--- src/hdl/asm_defines.vh ---
`ifndef ASM_DEFINES_VH
`define ASM_DEFINES_VH

`define ASM_CLK_PERIOD_NS 10
`define ASM_ADDR_W 20
`define ASM_DATA_W 8

// Timing in ns, slow grade (covers both grades)
`define ASM_SELECT_TO_WRITE_END_NS 40
`define ASM_ADDRESS_SETUP_TO_WRITE_END_NS 40
`define ASM_DATA_SETUP_TO_WRITE_END_NS 28
`define ASM_WRITE_STROBE_WIDTH_NS 40
`define ASM_STROBE_TO_FLOAT_DELAY_NS 18
`define ASM_SELECT_ACCESS_DELAY_NS 55
`define ASM_DESELECT_TO_FLOAT_NS 18
`define ASM_GATE_OFF_TO_FLOAT_NS 18

// Least times round up
`define ASM_CEIL_CYC(ns) (((ns) + `ASM_CLK_PERIOD_NS - 1) / `ASM_CLK_PERIOD_NS)

// Float wait, then data setup: strobe held low for float + setup
`define ASM_FLOAT_CYC `ASM_CEIL_CYC(`ASM_STROBE_TO_FLOAT_DELAY_NS)
`define ASM_SETUP_CYC `ASM_CEIL_CYC(`ASM_DATA_SETUP_TO_WRITE_END_NS)
`define ASM_STROBE_CYC `ASM_CEIL_CYC(`ASM_WRITE_STROBE_WIDTH_NS)
`define ASM_READ_CYC (`ASM_CEIL_CYC(`ASM_SELECT_ACCESS_DELAY_NS) + 1)
`define ASM_TURN_CYC `ASM_CEIL_CYC(`ASM_DESELECT_TO_FLOAT_NS)

`endif

--- src/hdl/asm_ctrl.v ---
// Operation
// - Write happens only while both selects active and write strobe low together.
// - Write ends when either select or the write strobe goes inactive.
// - Time data setup and hold against the edge that ends the write.
// - Hold both selects active at least 40 ns before write end.
// - Present stable address at least 40 ns before write end.
// - Address may change right after write end; zero hold.
// - Drive write data at least 28 ns before write end.
// - Write data may be released at write end; zero hold.
// - Strobe low at least 40 ns, and over float delay plus setup.
// - Address clean and known throughout every active cycle.
// - Write strobe stays high for the whole read cycle.
// - Address valid before or with selects becoming active.
// - With gate low during write, drive data only after float delay.
`include "asm_defines.vh"

module asm_ctrl
(
    // Clock and reset
    input wire i_clk,
    input wire i_rst_b,
    // User request
    input wire i_req_valid,
    input wire i_req_write,
    input wire [`ASM_ADDR_W-1:0] i_req_addr,
    input wire [`ASM_DATA_W-1:0] i_req_wdata,
    output wire o_req_ready,
    output reg [`ASM_DATA_W-1:0] o_rd_data,
    output reg o_rd_valid,
    output reg o_wr_done,
    // Memory pins
    output reg [`ASM_ADDR_W-1:0] o_address_lines,
    output reg o_select_primary_n,
    output reg o_select_secondary,
    output reg o_gate_n,
    output reg o_write_strobe_n,
    input wire [`ASM_DATA_W-1:0] i_data_lines,
    output reg [`ASM_DATA_W-1:0] o_data_lines,
    output reg o_data_lines_oe
);

localparam ST_IDLE = 3'd0;
localparam ST_WSET = 3'd1;
localparam ST_WFLT = 3'd2;
localparam ST_WDAT = 3'd3;
localparam ST_READ = 3'd4;
localparam ST_TURN = 3'd5;

// Counts as integers first, then cut to the counter width
localparam integer FLOAT_CYC_I = `ASM_FLOAT_CYC;
localparam integer SETUP_CYC_I = `ASM_SETUP_CYC;
localparam integer STROBE_CYC_I = `ASM_STROBE_CYC;
localparam integer READ_CYC_I = `ASM_READ_CYC;
localparam integer TURN_CYC_I = `ASM_TURN_CYC;

localparam [7:0] FLOAT_CYC = FLOAT_CYC_I[7:0];
localparam [7:0] SETUP_CYC = SETUP_CYC_I[7:0];
localparam [7:0] STROBE_CYC = STROBE_CYC_I[7:0];
localparam [7:0] READ_CYC = READ_CYC_I[7:0];
localparam [7:0] TURN_CYC = TURN_CYC_I[7:0];

// Sequencer
reg [2:0] state_r;
reg [2:0] state_nxt;
reg [7:0] cnt_r;
reg [7:0] cnt_nxt;
reg [`ASM_DATA_W-1:0] wdata_r;
reg [`ASM_DATA_W-1:0] wdata_nxt;

// Next values of the output registers
reg [`ASM_ADDR_W-1:0] address_lines_nxt;
reg select_primary_n_nxt;
reg select_secondary_nxt;
reg gate_n_nxt;
reg write_strobe_n_nxt;
reg [`ASM_DATA_W-1:0] data_lines_nxt;
reg data_lines_oe_nxt;
reg [`ASM_DATA_W-1:0] rd_data_nxt;
reg rd_valid_nxt;
reg wr_done_nxt;

// Larger of two counts
function [7:0] max8;
    input [7:0] a;
    input [7:0] b;
    begin
        max8 = (a > b) ? a : b;
    end
endfunction

// Difference that stops at zero, so a float wait longer than the strobe minimum cannot wrap
function [7:0] sub_floor8;
    input [7:0] a;
    input [7:0] b;
    begin
        sub_floor8 = (a > b) ? (a - b) : 8'h00;
    end
endfunction

// A countdown ends in the cycle in which it holds one
function cnt_last;
    input [7:0] c;
    begin
        cnt_last = (c == 8'h01);
    end
endfunction

// One step down a countdown
function [7:0] cnt_dec;
    input [7:0] c;
    begin
        cnt_dec = c - 8'h01;
    end
endfunction

// Strobe spans float wait plus data setup, never below the pulse minimum
localparam [7:0] DATA_CYC = max8(SETUP_CYC, sub_floor8(STROBE_CYC, FLOAT_CYC));

assign o_req_ready = (state_r == ST_IDLE);

// State and countdown
always @*
begin
    state_nxt = state_r;
    cnt_nxt = cnt_r;
    case (state_r)
        ST_IDLE:
        begin
            if (i_req_valid)
            begin
                if (i_req_write)
                begin
                    cnt_nxt = 8'h00;
                    state_nxt = ST_WSET;
                end
                else
                begin
                    cnt_nxt = READ_CYC;
                    state_nxt = ST_READ;
                end
            end
        end
        ST_WSET:
        begin
            cnt_nxt = FLOAT_CYC;
            state_nxt = ST_WFLT;
        end
        ST_WFLT:
        begin
            if (cnt_last(cnt_r))
            begin
                cnt_nxt = DATA_CYC;
                state_nxt = ST_WDAT;
            end
            else
                cnt_nxt = cnt_dec(cnt_r);
        end
        ST_WDAT:
        begin
            if (cnt_last(cnt_r))
            begin
                cnt_nxt = TURN_CYC;
                state_nxt = ST_TURN;
            end
            else
                cnt_nxt = cnt_dec(cnt_r);
        end
        ST_READ:
        begin
            if (cnt_last(cnt_r))
            begin
                cnt_nxt = TURN_CYC;
                state_nxt = ST_TURN;
            end
            else
                cnt_nxt = cnt_dec(cnt_r);
        end
        ST_TURN:
        begin
            if (cnt_last(cnt_r))
                state_nxt = ST_IDLE;
            else
                cnt_nxt = cnt_dec(cnt_r);
        end
        default:
        begin
            state_nxt = ST_IDLE;
        end
    endcase
end

// Pin levels and user answers
always @*
begin
    wdata_nxt = wdata_r;
    address_lines_nxt = o_address_lines;
    select_primary_n_nxt = o_select_primary_n;
    select_secondary_nxt = o_select_secondary;
    gate_n_nxt = o_gate_n;
    write_strobe_n_nxt = o_write_strobe_n;
    data_lines_nxt = o_data_lines;
    data_lines_oe_nxt = o_data_lines_oe;
    rd_data_nxt = o_rd_data;
    rd_valid_nxt = 1'b0;
    wr_done_nxt = 1'b0;
    case (state_r)
        ST_IDLE:
        begin
            if (i_req_valid)
            begin
                // Address moves on the edge that selects, never after it
                address_lines_nxt = i_req_addr;
                wdata_nxt = i_req_wdata;
                select_primary_n_nxt = 1'b0;
                select_secondary_nxt = 1'b1;
                gate_n_nxt = i_req_write;
                write_strobe_n_nxt = 1'b1;
            end
        end
        ST_WSET:
        begin
            // Strobe falls; bus left undriven until the device floats
            write_strobe_n_nxt = 1'b0;
        end
        ST_WFLT:
        begin
            if (cnt_last(cnt_r))
            begin
                data_lines_nxt = wdata_r;
                data_lines_oe_nxt = 1'b1;
            end
        end
        ST_WDAT:
        begin
            if (cnt_last(cnt_r))
            begin
                // Strobe and selects end together; address, data held to that edge
                write_strobe_n_nxt = 1'b1;
                select_primary_n_nxt = 1'b1;
                select_secondary_nxt = 1'b0;
                data_lines_oe_nxt = 1'b0;
                wr_done_nxt = 1'b1;
            end
        end
        ST_READ:
        begin
            if (cnt_last(cnt_r))
            begin
                rd_data_nxt = i_data_lines;
                rd_valid_nxt = 1'b1;
                select_primary_n_nxt = 1'b1;
                select_secondary_nxt = 1'b0;
                gate_n_nxt = 1'b1;
            end
        end
        ST_TURN:
        begin
            // Pins already idle; nothing moves until the device has floated
        end
        default:
        begin
            // Pins hold their levels
        end
    endcase
end

// Every pin and answer except o_req_ready comes straight from a flip-flop
always @(posedge i_clk or negedge i_rst_b)
begin
    if (!i_rst_b)
    begin
        state_r <= ST_IDLE;
        cnt_r <= 8'h00;
        wdata_r <= 8'h00;
        o_address_lines <= 20'h00000;
        o_select_primary_n <= 1'b1;
        o_select_secondary <= 1'b0;
        o_gate_n <= 1'b1;
        o_write_strobe_n <= 1'b1;
        o_data_lines <= 8'h00;
        o_data_lines_oe <= 1'b0;
        o_rd_data <= 8'h00;
        o_rd_valid <= 1'b0;
        o_wr_done <= 1'b0;
    end
    else
    begin
        state_r <= state_nxt;
        cnt_r <= cnt_nxt;
        wdata_r <= wdata_nxt;
        o_address_lines <= address_lines_nxt;
        o_select_primary_n <= select_primary_n_nxt;
        o_select_secondary <= select_secondary_nxt;
        o_gate_n <= gate_n_nxt;
        o_write_strobe_n <= write_strobe_n_nxt;
        o_data_lines <= data_lines_nxt;
        o_data_lines_oe <= data_lines_oe_nxt;
        o_rd_data <= rd_data_nxt;
        o_rd_valid <= rd_valid_nxt;
        o_wr_done <= wr_done_nxt;
    end
end

endmodule // asm_ctrl

--- config.mk ---
export PLATFORM = sky130hd
export DESIGN_NAME = asm_ctrl
export DESIGN_NICKNAME = d
export VERILOG_FILES = /design/src/hdl/asm_ctrl.v
export VERILOG_INCLUDE_DIRS = /design/src /design/src/hdl
export SDC_FILE = /design/constraint.sdc
export NUM_CORES = 1
export LEC_CHECK = 0
export ABC_AREA = 1
export BUFFER_PORTS_ARGS = -buffer_cell sky130_fd_sc_hd__buf_4
export CORE_AREA = 2 2 82 68
export DETAILED_ROUTE_END_ITERATION = 8
export DIE_AREA = 0 0 84 70
export PLACE_DENSITY = 0.94
export RECOVER_POWER = 25
export SYNTH_ARGS = -nofsm -noshare
export SYNTH_HDL_FRONTEND = slang
export SYNTH_SLANG_ARGS = --single-unit
--- constraint.sdc ---
create_clock -name i_clk -period 3.95 [get_ports i_clk]
set_clock_uncertainty 0.15 [all_clocks]
set_input_delay 0.395 -clock i_clk [delete_from_list [all_inputs] [get_ports i_clk]]
set_output_delay 0.395 -clock i_clk [all_outputs]
set_load 0.02 [all_outputs]
---- Word level (Yosys, flattened, before mapping) ----
Index checks and enable logic that the tools add are counted.
storage, ports and cells
  flip-flop bits (word level) ............. 62
  input port bits ......................... 40
  output and inout bits ................... 44
  word-level logic and storage cells ...... 68
operators by class
  $add $sub $neg .......................... 1
  eq/ne operators ......................... 13
  muxes and demuxes ....................... 25
  reductions and logical operators ........ 16
operator list
  kind                                                  count
  one-hot mux 8 bit (5 select lines)                    1
  2-to-1 mux 8 bit                                      4
  2-to-1 mux 3 bit                                      6
  one-hot mux 3 bit (5 select lines)                    1
  AND reduction 3 bit                                   5
  != test 2 bit (second input constant)                 6
  equality test 8 x 1 -> 1 bit (second input constant)  1
  2-to-1 mux 1 bit                                      8
  one-hot mux 1 bit (2 select lines)                    4
  subtractor 8 x 1 -> 8 bit (second input constant)     1
  equality test 3 x 2 -> 1 bit (second input constant)  2
  equality test 3 bit (second input constant)           2
  AND reduction 2 bit                                   3
  nonzero test 2 bit                                    3
  nonzero test 5 bit                                    1
  AND reduction 4 bit                                   1
  equality test 3 x 1 -> 1 bit (second input constant)  1
  zero test 3 bit                                       1
  one-hot mux 1 bit (3 select lines)                    1
  nonzero test 3 bit                                    1
  != test 2 x 1 -> 1 bit (second input constant)        1
  OR reduction 2 bit                                    1

---- Longest topological paths before layout ----
Gate-level depths: netlist (run 1).
  depth after elaboration ................. 4
  depth in mapped cells ................... 11
  depth with buffers taken out ............ 11

---- Worst setup path before layout (run 1) ----
Ideal clock, no wire load.
  path type ............................... reg2reg
  start point ............................. reg cnt_r[1]
  end point ............................... reg o_data_lines[4]
  setup time .............................. 0.128 ns
  data arrival time ....................... 1.302 ns
  required time ........................... 3.672 ns
  slack ................................... 2.370 ns
  cell stages (with the launch flop) ...... 7
  buffers on the path ..................... 0
  period minus slack after synthesis ...... 1.580 ns
  cells stage by stage .................... dfrtp_1 inv_1 ha_1 nand2_1 nor2_4 nand2_2 mux2_1
on the way
  cells in the longest elaborated chain, start to end .. 2
ends and longest elaborated chain
  what                                  line            text
  from (decl)                           asm_ctrl.v:65   reg [7:0] cnt_r;
  from (signal assigned)                asm_ctrl.v:289  cnt_r <= cnt_nxt;
  equality test 8 x 1 -> 1 bit          asm_ctrl.v:104  cnt_last = (c == 8'h01);
  AND reduction 2 bit (no source line)  --
  to (signal assigned)                  asm_ctrl.v:296  o_data_lines <= data_lines_nxt;
  to (decl)                             asm_ctrl.v:38   output reg [`ASM_DATA_W-1:0] o_data_lines,
Every way passes these cells.
A chain may end at the register's enable or synchronous reset.

---- Worst setup path in the final report (run 1) ----
  start point ............................. reg state_r[1]
  end point ............................... reg wdata_r[1]
on the way
  cells in the longest elaborated chain, start to end .. 2
ends and longest elaborated chain
  what                                  line            text
  from (decl)                           asm_ctrl.v:63   reg [2:0] state_r;
  from (signal assigned)                asm_ctrl.v:288  state_r <= state_nxt;
  zero test 3 bit                       asm_ctrl.v:206  case (state_r)
  AND reduction 2 bit (no source line)  --
  to (signal assigned)                  asm_ctrl.v:290  wdata_r <= wdata_nxt;
  to (decl)                             asm_ctrl.v:67   reg [`ASM_DATA_W-1:0] wdata_r;
Every way passes these cells.

==> results of run 1 <==
metal layers:
metal	up-vias	wire (um)	GRT usage (%)
li1	1176	-	-
met1	1134	2490	26.4
met2	88	2910	35.5
met3	12	474	8.63
met4	0	126	10.8
met5	-	0	0
registers in the layout, indices dropped and copies added (netlist names):
register and flops:
o_address_lines 20, o_select_secondary 1, o_select_primary_n 1, o_wr_done 1
state_r 3, o_data_lines_oe 1, o_write_strobe_n 1, wdata_r 8
o_rd_data 8, o_rd_valid 1, o_gate_n 1, cnt_r 8
o_data_lines 8
synthesized netlist by cell type (2+ instances only):
master and n:
nand2_1 139, dfrtp_1 59, nor2_1 26, inv_1 25, nand3_1 14, o21ai_0 12, buf_2 5, mux2_2 5
a21oi_1 3, dfstp_2 3, inv_2 3, nor2_4 3, o21bai_1 3, ha_1 2, nand2_2 2, nand4_1 2
nor2_2 2, nor3_1 2, o22ai_1 2
layout make-up:
cell class | count | share of cell area [%]
timing repair buffer | 84 | 17.5
inverter | 28 | 2.91
clock inverter | 3 | 1.18
clock buffer | 12 | 4.58
tap | 65 | 2.25
multi-input combinational | 224 | 28.5
sequential | 62 | 43.1
report_power, final:
group	internal, W	leakage [nW]	total [W]	switching (W)
Clock	0.000338	0.104	0.000573	0.000234
Combinational	0.000563	1.10	0.00149	0.000927
Sequential	0.000937	0.766	0.00113	0.000188
worst paths after layout:
kind                                                 from                              end  slack (ns)  depth (start not counted)
max                                state_r[1]$_DFFE_PN0P_           wdata_r[1]$_DFFE_PN0P_        1.60                          6
min                                        i_req_addr[15]  o_address_lines[15]$_DFFE_PN0P_        0.10                          3
max reg2reg                        state_r[1]$_DFFE_PN0P_           wdata_r[1]$_DFFE_PN0P_        1.60                          6
min reg2reg                o_select_primary_n$_DFFE_PN1P_   o_select_primary_n$_DFFE_PN1P_        0.32                          2
max in group asynchronous                         i_rst_b              o_wr_done$_DFF_PN0_        1.99                          2
min in group asynchronous                         i_rst_b  o_address_lines[17]$_DFFE_PN0P_        0.78                          2
cell families after synthesis:
group	count (synthesis)
mux	6
compound gates	24
simple gates	191
fa+ha+maj	2
xor+xnor	1
flops	62
buf+inv	34
per-stage QoR:
stage | utilization, % | instance area, sq um | setup WS, ns | cells | hold WS, ns
after floorplan | - | 2720 | 2.37 | 320 | -0.0506
after global placement | 65.3 | 3390 | 1.69 | 462 | 0.300
after detailed placement | 65.3 | 3390 | 1.58 | 462 | 0.306
after CTS | 69.5 | 3610 | 1.60 | 478 | 0.0853
after global routing | 69.5 | 3610 | 1.39 | 478 | 0.0897
final | 69.5 | 3610 | 1.60 | 478 | 0.101
worst min-delay path: stages:
cell and delay, ns:
buf_4 0.08, nand2_1 0.04, nand2_1 0.05
timing repair:
item,in CTS,in global routing
endpoints found under the hold margin,37,0
setup endpoints to repair,0,0
hold buffers,1,0
==> results.yml, run 1 <==
outcome:
  status: "finished, final reports clean"
synthesis:
  synth-compound-area-share_pct: 5.42
  synthAdderAreaFrac_pct: 0.919
  synth-edff-count: 0
  synth_simple_gate_area_share_pct: 28.7
  synth.area.mux_share_pct: 2.48
  synth_cell_type_count: 27
  netlist_instances: 320
  synth_top_cell_area_share_pct: 54.2
  synth_top_area_cell: "dfrtp_1"
  syn-num-nets: 362
  async_reset_ff_share_pct: 100
  synth_seq_cells: 62
  yosys_warnings: 0
  syn_avg_cell_area_sq_um: 8.51
  netlist_top_cells_area: "dfrtp_1, nand2_1, nor2_1"
  synth_flop_cell: "dfrtp_1"
  synth_top_family_by_area: "simple AND/OR/NAND/NOR gates"
  yosys.area_share.xor_xnor_pct: 0.322
  seq_area_frac_synth_pct: 57.1
  syn_area_sq_um: 2720
place:
  port_buffers: 83
  hpwl_um: 4270
  place_congestion: 0.889
power:
  p_leak_nw: 1.97
  ir_drop_mv: 0.467
  p_total_w: 0.00319
  power.density_nw_per_um2: 883
sta:
  finalHoldViolCount: 0
  final.min_clock_period_ns: 2.35
  fmax_mhz: 426
  setup_violations: 0
  relSlewSlack_pct: 3.11
  fin_tns_setup_ns: 0
  period_share_pct: 59.4
  grt_setup_unrepaired: "false"
  worst-slew-pin-transition_ns: 1.45
  drv_slew: 0
cells_and_area:
  final_common_cell: "nand2_1"
  nNetsFinal: 451
  multiInputGateArea_sq_um: 1030
  antenna_cells: 0
  drive_gt1_share_pct: 28.6
  final_cell_mix: "nand2_1, buf_4, dfrtp_1, nor2_1, inv_1"
  regArea_sq_um: 1560
  fill_cells: 381
  syn_to_final_growth_pct: 32.6
critical_path:
  worst-path-buf-inv: 1
  crit_slowest_cell: "nor2_4"
  crit_path_frequent_cell: "nand2_1"
  path_cells: "nor2_1, nand2_1, nor2_4, inv_2, nand2_1, nand2_1"
  worstSetupPathType: "reg -> reg"
  path_max_fanout: 34
  cp_top_family: "simple AND/OR/NAND/NOR gates"
  cpPeakStageDelay_ns: 0.59
  required_ns: 4.03
  startpoint_type: "flip-flop"
  cp-end-kind: "flip-flop"
  cp.arrival_ns: 2.43
die:
  ios: 84
  coreArea_sq_um: 5190
  die_width_um: 84
  die_y_um: 70
  row_count: 24
  initial_utilization_pct: 52.4
  design.die.area_sq_um: 5880
cts:
  clk_latency_ns: 0.34
  clockBufferDepth: 2
  postCtsSetupRepairBufs: 0
  htree_levels: 3
  cts_resized: 0
  cts_root_buf: "clkbuf_8"
  cts_sinks: 62
  cts_tree: "built"
  path_clk_slew_ns: 0.06
  cts_inserted_buffers: 9
route:
  drt-initial-drc-count: 228
  wl_per_cell_um: 12.6
  drt-vias-per-instance: 5.04
  ant_nets: 0
  drc_errors: 0
  routed_wl_um: 6000
  drtPass1Iterations: 4
  vias: 2410
job:
  drv_cap: 0
grt:
  grt_pass1_vias: 2384
  grt-ovfl-total: 0
  antenna_found_initial: 0
  grt_pass1_wl_um: 10300
  grt_max_degree: 63
  grt.total_usage_pct: 22.2
hold_path:
  hp-class: "in -> reg"
Power figures use the tool's default switching activity.
==> run 2: changes to the inputs <==
--- a/config.mk
+++ b/config.mk
@@ -8,10 +8,10 @@
 export LEC_CHECK = 0
 export ABC_AREA = 1
 export BUFFER_PORTS_ARGS = -buffer_cell sky130_fd_sc_hd__buf_4
-export CORE_AREA = 2 2 82 68
+export CORE_AREA = 2 2 85 71
 export DETAILED_ROUTE_END_ITERATION = 8
-export DIE_AREA = 0 0 84 70
-export PLACE_DENSITY = 0.94
+export DIE_AREA = 0 0 87 73
+export PLACE_DENSITY = 0.88
 export RECOVER_POWER = 25
 export SYNTH_ARGS = -nofsm -noshare
 export SYNTH_HDL_FRONTEND = slang
==> constraint.sdc (replaced) <==
create_clock -name i_clk -period 2.2 [get_ports i_clk]
set_clock_uncertainty 0.15 [all_clocks]
set_input_delay 0.22 -clock i_clk [delete_from_list [all_inputs] [get_ports i_clk]]
set_output_delay 0.22 -clock i_clk [all_outputs]
set_load 0.02 [all_outputs]
==> results.yml, run 2 (synthesis results as in run 1) <==
grt:
  grtUsageMet3_pct: 7.47
  grt_pass1_vias: 2399
  grt.total_usage_pct: 22.7
  antenna_found_initial: 0
  grt_pass1_wl_um: 10900
  grt_max_degree: 63
  grt_most_used_layer: "met2"
  use_met2_pct: 35.7
  met1_usage_pct: 29.2
  grt-ovfl-total: 0
outcome:
  status: "finished with violations"
  violations: "max-capacitance violations"
cells_and_area:
  drive_gt1_share_pct: 24.7
  final_common_cell: "nand2_1"
  regMostFlops: "o_address_lines"
  nNetsFinal: 490
  final_cell_mix: "nand2_1, buf_4, dfrtp_1, dlygate4sd3_1, nor2_1"
  design_area_sq_um: 3920
  syn_to_final_growth_pct: 44.1
  antenna_cells: 0
  largest_reg_flops: 20
  fill_cells: 417
critical_path:
  startpoint_type: "flip-flop"
  crit_slowest_cell: "dfrtp_1"
  cp-end-kind: "flip-flop"
  cp.arrival_ns: 2.02
  path_max_fanout: 9
  worstSetupPathType: "reg -> reg"
  required_ns: 2.29
  cpPeakStageDelay_ns: 0.41
  path_cells: "nor2_2, nand2_1, inv_1, nand2_2, nor2_1, inv_1, nand2_1, nand2_1"
  crit_path_frequent_cell: "nand2_1"
  reg2reg_depth: 8
die:
  coreArea_sq_um: 5600
  row_count: 25
  initial_utilization_pct: 48.6
  die_width_um: 87
  design.die.area_sq_um: 6350
  die_y_um: 73
  ios: 84
sta:
  final.min_clock_period_ns: 1.93
  drv_slew: 0
  finalHoldViolCount: 0
  fmax_mhz: 518
  relSlewSlack_pct: 0.568
  period_share_pct: 87.7
  grt_setup_unrepaired: "false"
  fin_tns_setup_ns: 0
  worst-slew-pin-transition_ns: 1.49
  setup_violations: 0
power:
  p_total_w: 0.00561
  power.density_nw_per_um2: 1430
  p_leak_nw: 2.08
  ir_drop_mv: 0.845
cts:
  htree_levels: 3
  cts_sinks: 62
  cts_root_buf: "clkbuf_8"
  cts-hold-fix-buffers: 37
  clk_latency_ns: 0.35
  path_clk_slew_ns: 0.07
  clockBufferDepth: 2
  postCtsSetupRepairBufs: 0
  cts_inserted_buffers: 9
  cts_tree: "built"
  cts_resized: 0
route:
  drtPass1Iterations: 4
  drt-vias-per-instance: 4.83
  drc_errors: 0
  wl_per_cell_um: 13.1
  drt-initial-drc-count: 128
  routed_wl_um: 6800
  vias: 2514
  ant_nets: 0
place:
  placed_area_sq_um: 3420
  port_buffers: 83
  hpwl_um: 4380
  place_congestion: 0.913
hold_path:
  hp-class: "in -> reg"
  min_path_cells: 3
job:
  drv_cap: 1
run 2: cell count changes in the layout (fill, tap and decap cells not counted):
cell           delta
clkbuf_8          -3
bufinv_16         -1
clkbuf_1         +10
clkinv_2          +2
dlygate4sd3_1    +36
clkinv_4          +1
buf_4             -7
inv_6             +2
run 2: through the flow:
| stage | setup slack (ns) | util (%) | hold WS, ns | cells |
|---|---|---|---|---|
| global placement | 0.435 | 61.1 | 0.186 | 467 |
| detailed placement | 0.285 | 61.1 | 0.195 | 467 |
| finish | 0.270 | 70.1 | 0.00875 | 520 |
| floorplan | 0.620 | - | -0.226 | 320 |
| global route | 0.0575 | 70.1 | 0.00737 | 520 |
| CTS | 0.271 | 70.8 | 0.00777 | 520 |
run 2: critical path: cells and delay by family, from the launching register on:
| kind | cells | cell delay, ns |
|---|---|---|
| buffers and inverters | 2 | 0.32 |
| flip-flops | 1 | 0.41 |
| AND/OR/NAND/NOR | 6 | 0.95 |
run 2: layer usage:
layer / vias up / part of all wire, %
met5: - / 0
li1: 1250 / -
met3: 10 / 5.7
met2: 76 / 49
met4: 0 / 1.6
met1: 1178 / 44
run 2: cell type report:
| cell class | instances | area (sq um) | area share, % |
|---|---|---|---|
| multi-input combinational | 224 | 1030 | 26.3 |
| clock buffer | 9 | 124 | 3.16 |
| tap | 67 | 83.8 | 2.14 |
| clock inverter | 7 | 48.8 | 1.24 |
| sequential | 62 | 1560 | 39.6 |
| timing repair buffer | 123 | 976 | 24.9 |
| inverter | 28 | 105 | 2.68 |
run 2: power breakdown:
part           internal (W)  switching, W  total, W
sequential          0.00168      0.000332   0.00201
combinational       0.00101       0.00170   0.00271
clock              0.000411      0.000473  0.000884
total               0.00310       0.00251   0.00561
run 2: path summary, 6_finish.rpt:
check,start,to,slack (ns)
worst max-delay path,cnt_r[4]$_DFFE_PN0P_,o_rd_data[0]$_DFFE_PN0P_,0.27
worst min-delay path,i_req_write,o_gate_n$_DFFE_PN1P_,0.009
worst max register to register,cnt_r[4]$_DFFE_PN0P_,o_rd_data[0]$_DFFE_PN0P_,0.27
worst min register to register,o_select_primary_n$_DFFE_PN1P_,o_select_primary_n$_DFFE_PN1P_,0.32
max in group asynchronous,i_rst_b,o_rd_data[7]$_DFFE_PN0P_,0.38
min in group asynchronous,i_rst_b,o_address_lines[17]$_DFFE_PN0P_,0.62
